## src/shared/pxp_regs.svh

```systemverilog
// register map, reset values and timing counts of the serial port expander
`ifndef PXP_REGS_SVH
`define PXP_REGS_SVH
`define PXP_REG_IN_LO      8'h00
`define PXP_REG_IN_HI      8'h01
`define PXP_REG_PH0_LO     8'h02
`define PXP_REG_PH0_HI     8'h03
`define PXP_REG_CFG_LO     8'h06
`define PXP_REG_CFG_HI     8'h07
`define PXP_REG_PH1_LO     8'h0A
`define PXP_REG_PH1_HI     8'h0B
`define PXP_REG_MASTER     8'h0E
`define PXP_REG_CONFIG     8'h0F
`define PXP_REG_INT_FIRST  8'h10
`define PXP_REG_INT_LAST   8'h17
`define PXP_RST_PORT       8'hFF
`define PXP_RST_MASTER     8'h0F
`define PXP_RST_CONFIG     8'h0C
`define PXP_RST_INTENS     8'hFF
// configuration register fields
`define PXP_CFG_BLINK_EN   0
`define PXP_CFG_FLIP       1
`define PXP_CFG_GLOBAL     2
`define PXP_CFG_INT_EN     3
`define PXP_CFG_INT_STAT   6
`define PXP_CFG_BLINK_STAT 7
// address fixed bits and strap bit positions
`define PXP_ADDR_FIXED     7'h20
`define PXP_ADDR_HI_BIT    6
`define PXP_ADDR_LO_BIT    2
// pwm timing: nominal oscillator frequency in hz, system clock in hz
`define PXP_PWM_HZ         32000
`define PXP_MCLK_HZ        250000000
`define PXP_PWM_DIV        (`PXP_MCLK_HZ / `PXP_PWM_HZ)
`endif

```

## src/shared/pxp_pkg.sv

```systemverilog
// types shared by the serial port expander
package pxp_pkg;
    typedef enum logic [5:0] {
        PXP_IDLE = 6'b000001,
        PXP_ADDR = 6'b000010,
        PXP_ACKW = 6'b000100,
        PXP_RXB  = 6'b001000,
        PXP_TXB  = 6'b010000,
        PXP_ACKR = 6'b100000
    } pxp_state_t;
    // strap level of the address select pin
    typedef enum logic [1:0] {
        PXP_SEL_GND = 2'h0,
        PXP_SEL_VCC = 2'h1,
        PXP_SEL_SCL = 2'h2,
        PXP_SEL_SDA = 2'h3
    } pxp_sel_t;
endpackage

```

## src/logic/pxp_expander.sv

```systemverilog
// serial port expander: two-wire slave, ports, blink, pwm and transition detect
`timescale 1ns/100ps
`include "pxp_regs.svh"
module pxp_expander (
    // clock, reset, enable
    input  wire logic        mclk,
    input  wire logic        reset,
    input  wire logic        ce,
    // two-wire bus
    input  wire logic        scl_in,
    input  wire logic        sda_in,
    output logic             sda_out,
    output logic             sda_oe,
    // address strap, 0 gnd 1 supply 2 clock line 3 data line
    input  wire logic [1:0]  address_select_pin,
    // ports
    input  wire logic [15:0] io_port_pins_in,
    output logic      [15:0] io_port_pins_out,
    output logic      [15:0] io_port_pins_oe,
    output logic             irq_or_extra_output_out,
    output logic             irq_or_extra_output_oe,
    input  wire logic        blink_in,
    // status
    output logic             standby
);
    // ------------------------------------------------------------
    // input synchronisers
    // ------------------------------------------------------------
    logic [19:0] sy1_r;
    logic [19:0] sy2_r;
    logic        scl_d_r;
    logic        sda_d_r;
    logic [1:0]  sel1_r;
    logic [1:0]  sel2_r;
    always_ff @(posedge mclk or posedge reset) begin
        if (reset) begin
            sy1_r   <= 20'hFFFFF;
            sy2_r   <= 20'hFFFFF;
            scl_d_r <= 1'b1;
            sda_d_r <= 1'b1;
            sel1_r  <= 2'h0;
            sel2_r  <= 2'h0;
        end else if (ce) begin
            sy1_r   <= {blink_in, scl_in, sda_in, 1'b0, io_port_pins_in};
            sy2_r   <= sy1_r;
            sel1_r  <= address_select_pin;
            sel2_r  <= sel1_r;
            scl_d_r <= sy2_r[18];
            sda_d_r <= sy2_r[17];
        end
    end
    wire logic [15:0] pin_lvl = sy2_r[15:0];
    wire logic        scl     = sy2_r[18];
    wire logic        sda     = sy2_r[17];
    wire logic        blink_l = sy2_r[19];
    wire logic        scl_rise = scl && !scl_d_r;
    wire logic        scl_fall = !scl && scl_d_r;
    wire logic        start_c  = scl && scl_d_r && sda_d_r && !sda;
    wire logic        stop_c   = scl && scl_d_r && !sda_d_r && sda;

    // ------------------------------------------------------------
    // register file
    // ------------------------------------------------------------
    logic [7:0] ph0_r [2];
    logic [7:0] ph1_r [2];
    logic [7:0] pcfg_r [2];
    logic [7:0] mst_r;
    logic [7:0] cfg_r;
    logic [7:0] inten_r [8];
    logic [7:0] snap_r [2];

    function automatic logic [7:0] next_ptr(input logic [7:0] p);
        if (p >= `PXP_REG_INT_FIRST && p <= `PXP_REG_INT_LAST)
            next_ptr = (p == `PXP_REG_INT_LAST) ? `PXP_REG_INT_FIRST : p + 8'h01;
        else if (p == `PXP_REG_MASTER || p == `PXP_REG_CONFIG)
            next_ptr = p;
        else
            next_ptr = {p[7:1], ~p[0]};
    endfunction

    logic [15:0] pend;
    logic        irq_act;
    always_comb begin
        pend    = {pin_lvl[15:8] ^ snap_r[1], pin_lvl[7:0] ^ snap_r[0]};
        pend    = pend & {pcfg_r[1], pcfg_r[0]};
        irq_act = |pend;
    end

    function automatic logic [7:0] rd_reg(input logic [7:0] a);
        case (a)
            `PXP_REG_IN_LO:  rd_reg = pin_lvl[7:0];
            `PXP_REG_IN_HI:  rd_reg = pin_lvl[15:8];
            `PXP_REG_PH0_LO: rd_reg = ph0_r[0];
            `PXP_REG_PH0_HI: rd_reg = ph0_r[1];
            `PXP_REG_CFG_LO: rd_reg = pcfg_r[0];
            `PXP_REG_CFG_HI: rd_reg = pcfg_r[1];
            `PXP_REG_PH1_LO: rd_reg = ph1_r[0];
            `PXP_REG_PH1_HI: rd_reg = ph1_r[1];
            `PXP_REG_MASTER: rd_reg = mst_r;
            `PXP_REG_CONFIG: rd_reg = {blink_l, irq_act, cfg_r[5:0]};
            default: rd_reg = (a[7:3] == 5'h02) ? inten_r[a[2:0]] : 8'h00;
        endcase
    endfunction

    // ------------------------------------------------------------
    // serial slave
    // ------------------------------------------------------------
    pxp_pkg::pxp_state_t st_r, st_nxt;
    logic [7:0] sh_r, sh_nxt;
    logic [3:0] bc_r, bc_nxt;
    logic [7:0] ptr_r, ptr_nxt;
    logic       first_r, first_nxt;
    logic       rw_r, rw_nxt;
    logic       sdal_r, sdal_nxt;
    logic       wr_stb;
    logic       rd_stb;
    logic [6:0] my_addr;

    always_comb begin
        my_addr = `PXP_ADDR_FIXED;
        my_addr[`PXP_ADDR_HI_BIT] = sel2_r[1];
        my_addr[`PXP_ADDR_LO_BIT] = sel2_r[0];
    end

    always_comb begin
        st_nxt    = st_r;
        sh_nxt    = sh_r;
        bc_nxt    = bc_r;
        ptr_nxt   = ptr_r;
        first_nxt = first_r;
        rw_nxt    = rw_r;
        sdal_nxt  = sdal_r;
        wr_stb    = 1'b0;
        rd_stb    = 1'b0;
        if (start_c) begin
            st_nxt   = pxp_pkg::PXP_ADDR;
            bc_nxt   = 4'h0;
            sdal_nxt = 1'b0;
        end else if (stop_c) begin
            st_nxt   = pxp_pkg::PXP_IDLE;
            sdal_nxt = 1'b0;
        end else begin
            case (st_r)
                pxp_pkg::PXP_IDLE: sdal_nxt = 1'b0;
                pxp_pkg::PXP_ADDR, pxp_pkg::PXP_RXB: begin
                    if (scl_rise) begin
                        sh_nxt = {sh_r[6:0], sda};
                        bc_nxt = bc_r + 4'h1;
                    end
                    if (scl_fall && bc_r == 4'h8) begin
                        bc_nxt = 4'h0;
                        if (st_r == pxp_pkg::PXP_ADDR) begin
                            if (sh_r[7:1] == my_addr) begin
                                rw_nxt    = sh_r[0];
                                first_nxt = 1'b1;
                                sdal_nxt  = 1'b1;
                                st_nxt    = pxp_pkg::PXP_ACKW;
                            end else begin
                                st_nxt = pxp_pkg::PXP_IDLE;
                            end
                        end else begin
                            sdal_nxt = 1'b1;
                            st_nxt   = pxp_pkg::PXP_ACKW;
                            if (first_r) begin
                                ptr_nxt   = sh_r;
                                first_nxt = 1'b0;
                            end else begin
                                wr_stb  = 1'b1;
                                ptr_nxt = next_ptr(ptr_r);
                            end
                        end
                    end
                end
                pxp_pkg::PXP_ACKW: begin
                    if (scl_fall) begin
                        if (rw_r) begin
                            sh_nxt   = rd_reg(ptr_r);
                            rd_stb   = 1'b1;
                            ptr_nxt  = next_ptr(ptr_r);
                            sdal_nxt = !sh_nxt[7];
                            bc_nxt   = 4'h1;
                            st_nxt   = pxp_pkg::PXP_TXB;
                        end else begin
                            sdal_nxt = 1'b0;
                            st_nxt   = pxp_pkg::PXP_RXB;
                        end
                    end
                end
                pxp_pkg::PXP_TXB: begin
                    if (scl_fall) begin
                        if (bc_r == 4'h8) begin
                            sdal_nxt = 1'b0;
                            st_nxt   = pxp_pkg::PXP_ACKR;
                        end else begin
                            sdal_nxt = !sh_r[3'(4'h7 - bc_r)];
                            bc_nxt   = bc_r + 4'h1;
                        end
                    end
                end
                pxp_pkg::PXP_ACKR: begin
                    if (scl_rise) begin
                        if (sda) st_nxt = pxp_pkg::PXP_IDLE;
                        else     st_nxt = pxp_pkg::PXP_ACKW;
                    end
                end
                default: st_nxt = pxp_pkg::PXP_IDLE;
            endcase
        end
    end

    always_ff @(posedge mclk or posedge reset) begin
        if (reset) begin
            st_r    <= pxp_pkg::PXP_IDLE;
            sh_r    <= 8'h00;
            bc_r    <= 4'h0;
            ptr_r   <= 8'h00;
            first_r <= 1'b0;
            rw_r    <= 1'b0;
            sdal_r  <= 1'b0;
        end else if (ce) begin
            st_r    <= st_nxt;
            sh_r    <= sh_nxt;
            bc_r    <= bc_nxt;
            ptr_r   <= ptr_nxt;
            first_r <= first_nxt;
            rw_r    <= rw_nxt;
            sdal_r  <= sdal_nxt;
        end
    end

    // ------------------------------------------------------------
    // register writes and input snapshot
    // ------------------------------------------------------------
    always_ff @(posedge mclk or posedge reset) begin
        if (reset) begin
            ph0_r[0]  <= `PXP_RST_PORT;
            ph0_r[1]  <= `PXP_RST_PORT;
            ph1_r[0]  <= `PXP_RST_PORT;
            ph1_r[1]  <= `PXP_RST_PORT;
            pcfg_r[0] <= `PXP_RST_PORT;
            pcfg_r[1] <= `PXP_RST_PORT;
            mst_r     <= `PXP_RST_MASTER;
            cfg_r     <= `PXP_RST_CONFIG;
            snap_r[0] <= 8'hFF;
            snap_r[1] <= 8'hFF;
            for (int i = 0; i < 8; i++) inten_r[i] <= `PXP_RST_INTENS;
        end else if (ce) begin
            if (rd_stb && ptr_r == `PXP_REG_IN_LO) snap_r[0] <= pin_lvl[7:0];
            if (rd_stb && ptr_r == `PXP_REG_IN_HI) snap_r[1] <= pin_lvl[15:8];
            if (wr_stb) begin
                case (ptr_r)
                    `PXP_REG_PH0_LO: ph0_r[0]  <= sh_r;
                    `PXP_REG_PH0_HI: ph0_r[1]  <= sh_r;
                    `PXP_REG_CFG_LO: pcfg_r[0] <= sh_r;
                    `PXP_REG_CFG_HI: pcfg_r[1] <= sh_r;
                    `PXP_REG_PH1_LO: ph1_r[0]  <= sh_r;
                    `PXP_REG_PH1_HI: ph1_r[1]  <= sh_r;
                    `PXP_REG_MASTER: mst_r     <= sh_r;
                    `PXP_REG_CONFIG: cfg_r     <= {2'b00, sh_r[5:0]};
                    default: if (ptr_r[7:3] == 5'h02) inten_r[ptr_r[2:0]] <= sh_r;
                endcase
            end
        end
    end

    // ------------------------------------------------------------
    // pwm and output drive
    // ------------------------------------------------------------
    wire logic [3:0] master  = mst_r[7:4];
    wire logic       pwm_on  = master != 4'h0;
    logic [7:0] slot;
    pxp_pwm u_pwm (
        .mclk  (mclk),
        .reset (reset),
        .ce    (ce),
        .run   (pwm_on),
        .slot  (slot),
        .tick  ()
    );

    // duty in slots of 240: master window of 16 slots each, scaled by level when PXP_CFG_GLOBAL is clear
    function automatic logic pwm_bit(input logic [3:0] lvl, input logic [7:0] sl);
        logic [7:0] win;
        logic [7:0] hi;
        win = {master, 4'h0};
        if (cfg_r[`PXP_CFG_GLOBAL])
            hi = {master, mst_r[3:0]};
        else
            hi = {4'h0, lvl} * {4'h0, master};
        pwm_bit = (sl < hi) && (sl < win);
    endfunction

    logic [16:0] phase_q;
    logic [16:0] drive;
    logic        sel1;
    always_comb begin
        sel1 = cfg_r[`PXP_CFG_BLINK_EN] && (blink_l ^ cfg_r[`PXP_CFG_FLIP]);
        phase_q = sel1 ? {mst_r[3], ph1_r[1], ph1_r[0]}
                       : {mst_r[3], ph0_r[1], ph0_r[0]};
        for (int i = 0; i < 17; i++) begin
            logic [3:0] lv;
            lv = (i == 16) ? mst_r[3:0] : (i[0] ? inten_r[i >> 1][7:4] : inten_r[i >> 1][3:0]);
            if (pwm_on && lv != 4'hF && phase_q[i])
                drive[i] = pwm_bit(lv, slot);
            else
                drive[i] = phase_q[i];
        end
    end

    logic [16:0] out_r;
    always_ff @(posedge mclk or posedge reset) begin
        if (reset) out_r <= 17'h1FFFF;
        else if (ce) out_r <= drive;
    end

    assign io_port_pins_out        = 16'h0000;
    assign io_port_pins_oe         = ~out_r[15:0] & ~{pcfg_r[1], pcfg_r[0]};
    assign irq_or_extra_output_out = 1'b0;
    assign irq_or_extra_output_oe  = cfg_r[`PXP_CFG_INT_EN] ? irq_act
                                                            : !out_r[16];
    assign sda_out                 = 1'b0;
    assign sda_oe                  = sdal_r;
    assign standby = (st_r == pxp_pkg::PXP_IDLE) && !pwm_on;
endmodule

```

## src/logic/pxp_pwm.sv

```systemverilog
// pwm intensity generator, ticks at the nominal oscillator rate
`timescale 1ns/100ps
`include "pxp_regs.svh"
module pxp_pwm (
    // clock and reset
    input  wire logic        mclk,
    input  wire logic        reset,
    input  wire logic        ce,
    // control
    input  wire logic        run,
    // slot counter 0..239 and tick
    output logic      [7:0]  slot,
    output logic             tick
);
    logic [15:0] div_r;
    logic [15:0] div_nxt;
    logic [7:0]  slot_r;
    logic [7:0]  slot_nxt;

    always_comb begin
        div_nxt  = div_r;
        slot_nxt = slot_r;
        if (!run) begin
            div_nxt  = 16'h0000;
            slot_nxt = 8'h00;
        end else if (div_r == 16'(`PXP_PWM_DIV - 1)) begin
            div_nxt  = 16'h0000;
            slot_nxt = (slot_r == 8'hEF) ? 8'h00 : slot_r + 8'h01;
        end else begin
            div_nxt = div_r + 16'h0001;
        end
    end

    always_ff @(posedge mclk or posedge reset) begin
        if (reset) begin
            div_r  <= 16'h0000;
            slot_r <= 8'h00;
        end else if (ce) begin
            div_r  <= div_nxt;
            slot_r <= slot_nxt;
        end
    end

    assign slot = slot_r;
    assign tick = run && (div_r == 16'(`PXP_PWM_DIV - 1));
endmodule

```

## config.mk

```make
export PLATFORM = sky130hd
export DESIGN_NAME = pxp_expander
export DESIGN_NICKNAME = d
export VERILOG_FILES = /design/src/shared/pxp_pkg.sv /design/src/logic/pxp_expander.sv /design/src/logic/pxp_pwm.sv
export VERILOG_INCLUDE_DIRS = /design/src /design/src/shared
export SDC_FILE = /design/constraint.sdc
export NUM_CORES = 1
export LEC_CHECK = 0
export BUFFER_PORTS_ARGS = -buffer_cell sky130_fd_sc_hd__buf_2
export CAP_MARGIN = 20
export CORE_MARGIN = 2
export CORE_UTILIZATION = 50
export DETAILED_ROUTE_END_ITERATION = 6
export PLACE_DENSITY = 0.8
export SYNTH_ARGS = -nofsm -noshare
export SYNTH_HDL_FRONTEND = slang
export SYNTH_HIERARCHICAL = 1
export SYNTH_SLANG_ARGS = --single-unit
```

## constraint.sdc

```tcl
create_clock -name mclk -period 6 [get_ports mclk]
set_clock_uncertainty 0.2 [all_clocks]
set_input_delay 0.3 -clock mclk [delete_from_list [all_inputs] [get_ports mclk]]
set_output_delay 0.3 -clock mclk [all_outputs]
set_load 0.1 [all_outputs]
```

Word-level counts from Yosys, hierarchy flattened
Index checks and enable logic that the tools add are counted.
W data, S select, Z words.
{"block": "totals", "reg_bits": 258, "latch_bits": 0, "ramBits": 0, "romBits": 0, "input_bits": 24, "output_inout_bits": 37, "n_memories": 0}
{"block": "op_classes", "add_sub_neg": 5, "n_mul": 17, "div_mod_pow": 0, "n_lt_le_gt_ge": 23, "n_eq_ne": 58, "shifts": 0, "muxes": 129, "n_bitwise": 12, "reduce_logical": 101}
{"cell": "$mux W8", "n": 56}
{"cell": "$lt A8 B8 Y1", "n": 18}
{"cell": "$mul A4 B4 Y8", "n": 17}
{"cell": "$ne A4 B4 Y1 const B", "n": 23}
{"cell": "$pmux W8 S10", "n": 1}
{"cell": "$logic_and A1 B1 Y1", "n": 65}
{"cell": "$bwmux W64", "n": 1}
{"cell": "$mux W16", "n": 3}
{"cell": "$mux W6", "n": 8}
{"cell": "$mux W1", "n": 41}
{"cell": "$and A16 B16 Y16", "n": 2}
{"cell": "$eq A8 B4 Y1 const B", "n": 4}
{"cell": "$mux W4", "n": 8}
{"cell": "$not A16 Y16", "n": 2}
{"cell": "$pmux W8 S2", "n": 2}
{"cell": "$pmux W6 S5", "n": 1}
{"cell": "$bmux W8 S3", "n": 1}
{"cell": "$demux W8 S3", "n": 1}
{"cell": "$reduce_and A3 Y1", "n": 8}
{"cell": "$reduce_and A7 Y1", "n": 3}
{"cell": "$add A16 B1 Y16 const B", "n": 1}
{"cell": "$add A8 B1 Y8 const B", "n": 2}
{"cell": "$eq A16 B13 Y1 const B", "n": 1}
{"cell": "$eq A8 B2 Y1 const B", "n": 2}
{"cell": "46 further kinds", "n": 74}

Logic depth before layout (Yosys ltp)
Gate-level depths: netlist of the first run.
{"block": "depth", "ltp_word": 17, "ltp_mapped": 19, "mapped_depth_nobuf": 17}

Cells and area by module
Netlist of the first run, hierarchy kept.
{"mod": "pxp_expander", "instances": 1, "cells_per_inst": 2338, "area_each_um2": 22947.0}
{"mod": "pxp_pwm", "instances": 1, "cells_per_inst": 144, "area_each_um2": 1351.3}

Least setup slack after synthesis of the first run
OpenSTA, ideal clock, no wires.
{"block": "synth_path", "path_type": "register to register", "startpoint": "reg mst_r[6]", "endpoint": "reg out_r[5]", "arrival_ns": 4.208, "required_time_ns": 5.702, "path_slack_ns": 1.493, "stages_incl_launch_ff": 19, "path_cell_list": "dfrtp_1 > clkbuf_1 > clkbuf_1 > clkbuf_1 > nand2_1 > fa_1 > inv_1 > fa_1 > ha_1 > a21o_1 > a21oi_1 > o21bai_1 > a21oi_1 > xnor2_1 > a21boi_0 > ha_1 > a221oi_1 > o211ai_1 > a221oi_1"}
{"block": "synth_between", "elab_chain_cells": 6}
{"element": "start, declared", "line_no": "pxp_expander.sv:67", "source": "logic [7:0] mst_r;"}
{"element": "start signal, assigned", "line_no": "pxp_expander.sv:242", "source": "mst_r <= `PXP_RST_MASTER;"}
{"element": "start signal, assigned", "line_no": "pxp_expander.sv:258", "source": "`PXP_REG_MASTER: mst_r <= sh_r;"}
{"element": "$mul A4 B4 Y8", "line_no": "pxp_expander.sv:289", "source": "hi = {4'h0, lvl} * {4'h0, master};"}
{"element": "$mux W8", "line_no": "pxp_expander.sv:286", "source": "if (cfg_r[`PXP_CFG_GLOBAL])"}
{"element": "$mux W8", "line_no": "pxp_expander.sv:303", "source": "if (pwm_on && lv != 4'hF && phase_q[i])"}
{"element": "$lt A8 B8 Y1", "line_no": "pxp_expander.sv:290", "source": "pwm_bit = (sl < hi) && (sl < win);"}
{"element": "$logic_and A1 B1 Y1", "line_no": "pxp_expander.sv:290"}
{"element": "$mux W1 *", "line_no": "pxp_expander.sv:303"}
{"element": "end signal, assigned", "line_no": "pxp_expander.sv:313", "source": "else if (ce) out_r <= drive;"}
{"element": "end, declared", "line_no": "pxp_expander.sv:310", "source": "logic [16:0] out_r;"}
Mark *: on every way between the ends. The rest lies on a longest branch, timed or not. The select of a mux whose other input is x is not followed.
A chain may end at the register's enable or synchronous reset.

Final worst setup path of the first run
{"block": "layout_path", "startpoint": "reg mst_r[7]", "endpoint": "reg out_r[10]"}
The elaborated chain is that of the path after synthesis.

==> results_dict.tcl, run 1 <==
set metrics [dict create \
    mostFrequentLayoutCells "334 x ha_1, 206 x and2_1, 197 x mux2_2" \
    ys_warn_count 6 \
    ff2ff_setup_slack_ps 710 \
    gp_congestion 0.922 \
    setup_viol 0 \
    p_seq_share_pct 43.6 \
    grt-busiest-layer "met2" \
    overflow 0 \
    cts_tree "done" \
    period_needed_ps 5290 \
    syn_inst 2481 \
    htree_num_levels 1 \
    cts.sinks 256 \
    maxCapViolCount 0 \
    vdd.ir_drop.worst_v 0.000253 \
    via_per_inst 6.36 \
    die_x_um 224 \
    ant_nets 0 \
    tightest_slew_ps 1220 \
    fin_util_pct 54.9 \
    p_leak_nw 12.5 \
    multi_input_area_sq_um 16400 \
    grt_pass1_wl_mm 113 \
    rsz0062_at_grt "no" \
    drive_above_1_share_pct 22.9 \
    met3_usage_pct 4.99 \
    synth_area_per_cell_sq_um 9.79 \
    final_hold_viol_count 0 \
    grtUsageTotal_pct 28.5 \
    p_sw_mw 1.26 \
    crit_fanout 54 \
    start_kind "register" \
    clk_path_buf_depth 3 \
    relSlewSlack_pct 18.8 \
    layout_commonest_cell "ha_1" \
    fp.dieArea_sq_um 50400 \
    io_pins 61 \
    fin_hold_ws_ps 283 \
    vias 19900 \
    globalRouteMet2Util_pct 47.2 \
    drc_errors 0 \
    dr.pass1.iters 5 \
    fin_total_pwr_mw 4.41 \
    maxSlewViolCount 0 \
    syn_area_sq_um 24300 \
    netSwitchingFraction_pct 28.5 \
    cp-end-kind "register" \
    wl_per_cell_um 22.9 \
    p_int_mw 3.16 \
    fmax_mhz 189 \
    nNetsFinal 2911 \
    row_count 80 \
    crit_type "reg -> reg" \
    dp_hpwl_mm 50.0 \
    grt_pass1_vias 20400 \
    cts_buffers 29 \
    finalSetupTns_ps 0 \
    clkSlewWorstSetupHoldPaths_ps 70 \
    min_period_over_period_pct 88.1 \
    required_ps 6270 \
    io_buffer_count 42 \
    grt_use_met1_pct 35.6 \
    routed_wl_mm 71.6 \
    power_density_nw_per_um2 168 \
    ff_latch_area_sq_um 6650 \
    power_frac_clock_pct 44.4 \
    cts_root_buf "clkbuf_16" \
    die_h_um 224 \
    antenna_found_initial 2 \
    core-area_sq_um 47800 \
    power_frac_comb_pct 12.0 \
    cts_resized 0 \
    status "finished clean" \
    drtIter0Drc 1517 \
    start_util_pct 50.8 \
    area_growth_pct 8.03 \
    hold_path_class "in -> reg" \
    fillers 4026 \
    grt_max_degree 131 \
    clk_latency_ps 580 \
    arrival_ps 5560 \
]
## critical path, cell delays in order (launching register included)
cell	delay (ps)
dfrtp_2	1010
buf_4	370
nand2_1	110
fa_1	560
inv_1	60
fa_1	500
ha_1	300
a21o_1	170
a21oi_1	220
o21bai_1	90
a21oi_1	200
xnor2_1	140
a21boi_0	110
ha_1	330
a221oi_1	270
o211ai_1	140
a221oi_1	350
## path summary, 6_finish.rpt
kind                       depth (start not counted)     start       endpoint
max                                               16  mst_r[7]      out_r[10]
min                                                3    scl_in      sy1_r[18]
max reg2reg                                       16  mst_r[7]      out_r[10]
min reg2reg                                        1    sda_oe         sda_oe
max in group asynchronous                          5     reset      snap_r[8]
min in group asynchronous                          3     reset  u_pwm/slot[6]
## flip-flops by register name, indices dropped and copies added, names as in the netlist
register,flops
sda_d_r,1
out_r,17
u_pwm/div_r,16
sel1_r,2
sh_r,8
mst_r,8
u_pwm/slot,8
inten_r,64
sda_oe,1
ph1_r,16
rw_r,1
ptr_r,8
scl_d_r,1
pcfg_r,16
snap_r,16
sy1_r,19
first_r,1
st_r,6
sel2_r,2
bc_r,4
sy2_r,19
ph0_r,16
cfg_r,6
## stage by stage
| stage | setup WS (ps) | std cells | instance area (sq um) |
|---|---|---|---|
| final | 712 | 3124 | 26200 |
| after global routing | 414 | 3122 | 26200 |
| after CTS | 789 | 3120 | 26200 |
| after detailed placement | 833 | 3044 | 24900 |
| after global placement | 988 | 3043 | 24900 |
| after floorplan | 1490 | 2498 | 24400 |
## power by group through the flow
stage | logic, mW | registers [mW] | clock network [mW]
after floorplan | 0.444 | 1.89 | 0
after global placement | 0.503 | 1.95 | 0
after detailed placement | 0.514 | 1.95 | 0
after CTS | 0.526 | 1.92 | 1.98
after global routing | 0.567 | 1.94 | 2.04
final | 0.528 | 1.93 | 1.96
## final cells by class
| type | count | share of cell area (%) |
|---|---|---|
| sequential | 256 | 25.3 |
| tap | 615 | 2.93 |
| multi-input combinational | 1939 | 62.5 |
| clock buffer | 38 | 3.21 |
| inverter | 159 | 2.29 |
| antenna | 2 | 0.0191 |
| timing repair buffer | 100 | 2.95 |
| clock inverter | 15 | 0.796 |
## routing by layer
metal,routed length [um],vias up
li1,-,8826
met1,28200,9913
met2,33400,895
met3,5820,249
met4,4080,0
met5,0,-
## timing repair
| action | 4_1_cts | 5_1_grt |
|---|---|---|
| endpoints found under the hold margin | 66 | 0 |
| setup buffers | 0 | 0 |
| hold buffers | 23 | 0 |
(Power assumes the default switching activity.)
==> run 2: changes to the inputs <==
- RECOVER_POWER: default -> 25
==> results_dict.tcl, run 2 (synthesis gave the netlist of run 1 again) <==
set metrics [dict create \
    status "finished, violations left" \
    failed_checks "max-capacitance violations, max-slew violations" \
    io_pins 61 \
    fmax_mhz 190 \
    p_leak_nw 12.5 \
    cts_resized 0 \
    antenna_found_initial 2 \
    gp_congestion 0.922 \
    hold_depth 3 \
    reg2regPathDepth 16 \
    grtUsageTotal_pct 28.5 \
    cts_root_buf "clkbuf_16" \
    cts_setup_buffers 0 \
    grt_pass1_wl_mm 113 \
    via_per_inst 6.37 \
    period_needed_ps 5260 \
    tightest_slew_ps 3130 \
    r2r_end "out_r[10]" \
    drive_above_1_share_pct 22.8 \
    final_hold_viol_count 0 \
    area_growth_pct 7.92 \
    r2r-start "mst_r[7]" \
    layout_commonest_cell "ha_1" \
    routed_wl_mm 71.6 \
    ant_nets 0 \
    setup_viol 0 \
    htree_num_levels 1 \
    regMostFlops "inten_r" \
    io_buffer_count 42 \
    drc_errors 0 \
    holdCritStartpoint "scl_in" \
    start_kind "register" \
    fin_total_pwr_mw 4.41 \
    grt_pass1_vias 20400 \
    drtIter0Drc 1574 \
    p_sw_mw 1.25 \
    clk_path_buf_depth 3 \
    cp-end-kind "register" \
    maxSlewViolCount 204 \
    row_count 80 \
    cts_buffers 29 \
    nNetsFinal 2911 \
    p_int_mw 3.16 \
    fp.dieArea_sq_um 50400 \
    clk_latency_ps 580 \
    placed_area_sq_um 24900 \
    cts_hold_buf 23 \
    maxCapViolCount 3 \
    hold_path_end "sy1_r[18]" \
    power_frac_comb_pct 11.9 \
    start_util_pct 50.8 \
    required_ps 6280 \
    final_cell_area_sq_um 26200 \
    vias 19900 \
    arrival_ps 5550 \
    dr.pass1.iters 5 \
    rsz0062_at_grt "no" \
    mostFrequentLayoutCells "334 x ha_1, 206 x and2_1, 197 x mux2_2" \
    dp_hpwl_mm 50.0 \
    p_seq_share_pct 43.7 \
    crit_type "reg -> reg" \
    finalSetupTns_ps 0 \
    cts.sinks 256 \
    hold_path_class "in -> reg" \
    overflow 0 \
    clkSlewWorstSetupHoldPaths_ps 70 \
    grt_max_degree 131 \
    fillers 4033 \
    core-area_sq_um 47800 \
    cts_tree "done" \
    die_h_um 224 \
    wl_per_cell_um 22.9 \
    netSwitchingFraction_pct 28.4 \
    largest_register_ffs 64 \
    min_period_over_period_pct 87.7 \
    relSlewSlack_pct -109 \
    power_density_nw_per_um2 168 \
    largestRegisters "inten_r (64), sy1_r (19), sy2_r (19)" \
    vdd.ir_drop.worst_v 0.000253 \
    power_frac_clock_pct 44.4 \
    crit_fanout 54 \
    ff2ff_setup_slack_ps 740 \
    die_x_um 224 \
]
run 2: per-layer routing:
layer	vias up	part of all wire (%)	GRT usage (%)
met5	-	0	0.293
met4	0	5.6	14.8
met3	250	8.6	4.99
met2	941	47	47.2
met1	9861	39	35.6
li1	8830	-	-
run 2: critical path, stage by stage (launching register included):
cell and delay (ps):
dfrtp_2 1020, buf_4 370, nand2_1 110, fa_1 560, inv_1 60, fa_1 500, ha_1 300, a21o_1 170
a21oi_1 220, o21bai_1 90, a21oi_1 200, xnor2_1 140, a21boi_0 110, ha_1 330, a221oi_1 270, o211ai_1 140
a221oi_1 330
run 2: final cells by class:
class                   instances  area, sq um  share of cell area [%]
clock inverters                15          209                   0.797
repair buffers                100          751                    2.86
well taps                     615          769                    2.94
inverters                     159          598                    2.28
clock buffers                  38          842                    3.21
diodes                          1         2.50                 0.00954
flip-flops and latches        256         6650                    25.4
multi-input cells            1939        16400                    62.5
run 2: power groups by stage:
stage               Sequential [mW]  Combinational [mW]  Clock [mW]
CTS                            1.92               0.526        1.98
global route                   1.93               0.565        2.04
finish                         1.93               0.527        1.96
floorplan                      1.89               0.444           0
global placement               1.95               0.503           0
detailed placement             1.95               0.514           0
run 2: how the worst max path moves through the flow:
stage,startpoint,to,slack [ps],depth (start not counted)
final,mst_r[7],out_r[10],740,16
after global routing,mst_r[7],out_r[14],410,16
after CTS,mst_r[7],out_r[14],790,16
after detailed placement,mst_r[7],out_r[9],830,16
after global placement,mst_r[7],out_r[10],990,16
after floorplan,mst_r[6],out_r[5],1490,18
run 2: metrics by stage:
step	util, %	cells	worst slack (ps)	hold slack (ps)
2_1_floorplan	-	2498	1490	115
3_3_place_gp	52.0	3043	988	285
3_5_place_dp	52.1	3044	833	288
4_1_cts	54.7	3120	789	263
5_1_grt	54.8	3122	414	290
6_report	54.8	3123	737	283
==> run 3: changes to the inputs <==
- CTS_BUF_LIST: default -> sky130_fd_sc_hd__clkbuf_4 sky130_fd_sc_hd__clkbuf_8
==> results_dict.tcl, run 3 (synthesis gave the netlist of run 1 again) <==
set metrics [dict create \
    status "finished, violations left" \
    failed_checks "max-capacitance violations, max-slew violations" \
    vias 20000 \
    setup_ws_ps 716 \
    fp.dieArea_sq_um 50400 \
    gp_congestion 0.922 \
    p_sw_mw 1.31 \
    min_period_over_period_pct 88.1 \
    vdd.ir_drop.worst_v 0.000196 \
    nNetsFinal 2928 \
    grtUsageTotal_pct 28.8 \
    dp_hpwl_mm 50.0 \
    via_per_inst 6.35 \
    grt_pass1_wl_mm 113 \
    drive_above_1_share_pct 23.9 \
    finalSetupTns_ps 0 \
    dr.pass1.iters 6 \
    p_int_mw 3.17 \
    core-area_sq_um 47800 \
    cts_root_buf "clkbuf_8" \
    ff2ff_setup_slack_ps 720 \
    crit_start "mst_r[7]" \
    die_h_um 224 \
    reg2regPathDepth 16 \
    arrival_ps 5620 \
    r2r_end "out_r[8]" \
    endpoint "out_r[8]" \
    antenna_found_initial 2 \
    cts_buffers 47 \
    required_ps 6340 \
    io_buffer_count 42 \
    fin_total_pwr_mw 4.48 \
    p_leak_nw 12.6 \
    area_growth_pct 8.12 \
    grt_pass1_vias 20600 \
    tightest_slew_ps 3150 \
    drc_errors 0 \
    rsz0062_at_grt "no" \
    clk_path_buf_depth 3 \
    cts_resized 0 \
    setup_viol 0 \
    start_kind "register" \
    cp-end-kind "register" \
    crit_fanout 54 \
    pre_cts_slack_ps 833 \
    clk_latency_ps 670 \
    largest_register_ffs 64 \
    p_seq_share_pct 43.0 \
    grt_max_degree 131 \
    fin_util_pct 54.9 \
    wl_per_cell_um 22.9 \
    placed_area_sq_um 24900 \
    row_count 80 \
    final_cell_area_sq_um 26300 \
    start_util_pct 50.8 \
    power_frac_clock_pct 45.2 \
    largestRegisters "inten_r (64), sy1_r (19), sy2_r (19)" \
    clkSlewWorstSetupHoldPaths_ps 70 \
    period_needed_ps 5280 \
    maxSlewViolCount 204 \
    relSlewSlack_pct -110 \
    regMostFlops "inten_r" \
    r2r-start "mst_r[7]" \
    layout_commonest_cell "ha_1" \
    ant_nets 0 \
    netSwitchingFraction_pct 29.2 \
    fin_hold_ws_ps 203 \
    power_frac_comb_pct 11.8 \
    cts_hold_buf 23 \
    cts.sinks 256 \
    finalNonFillerCells 3155 \
    routed_wl_mm 72.3 \
    placed_cells 3044 \
    mostFrequentLayoutCells "334 x ha_1, 206 x and2_1, 197 x mux2_2" \
    htree_num_levels 2 \
    final_hold_viol_count 0 \
    power_density_nw_per_um2 171 \
    overflow 0 \
    cts_setup_buffers 0 \
    crit_type "reg -> reg" \
    io_pins 61 \
    maxCapViolCount 3 \
    drtIter0Drc 1692 \
    die_x_um 224 \
    cts_tree "done" \
    hold_path_class "in -> async" \
    fmax_mhz 189 \
]
[run 3: cell count changes in the layout (fill, tap and decap cells not counted), sizes merged]
cell,previous run,this run
clkbuf,42,74
bufinv,4,5
inv,162,161
clkinvlp,3,4
buf,73,72
[run 3: routing by layer]
layer | track usage (%) | wire length [um] | share of wire, %
met3 | 5.33 | 6590 | 9.1
met2 | 47.1 | 33200 | 46
met5 | 0 | 0 | 0
met1 | 35.8 | 27900 | 39
met4 | 16.8 | 4580 | 6.3
[run 3: worst max-delay path, cell delays in order (launching register included)]
cell,delay [ps]
dfrtp_2,1040
buf_4,380
nand2_1,110
fa_1,550
inv_1,60
fa_1,500
ha_1,310
a21o_1,180
a21oi_1,230
o21bai_1,90
a21oi_1,200
xnor2_1,140
a21boi_0,110
ha_1,340
a221oi_1,280
o211ai_1,140
a221oi_1,280
[run 3: worst min path at each step]
stage                       start        endpoint  slack (ps)
6_report                    reset   u_pwm/slot[1]         200
5_1_grt                    scl_in       sy1_r[18]         230
4_1_cts        io_port_pins_in[2]        sy1_r[2]         200
3_5_place_dp               sda_oe          sda_oe         290
3_3_place_gp            out_r[10]       out_r[10]         280
2_1_floorplan               reset  u_pwm/div_r[0]         110
[run 3: power groups by stage]
stage               logic (mW)  registers, mW  clock network (mW)
floorplan                0.444           1.89                   0
global placement         0.503           1.95                   0
detailed placement       0.514           1.95                   0
CTS                      0.528           1.92                2.04
global route             0.566           1.94                2.12
finish                   0.529           1.93                2.02
[run 3: cell type report]
cell class	instances	area, sq um
Sequential cell	256	6650
Multi-Input combinational cell	1939	16400
Inverter	159	598
Clock buffer	70	895
Tap cell	615	769
Timing Repair Buffer	99	723
Clock inverter	16	234
Fill cell	4045	21600
Antenna cell	1	2.50
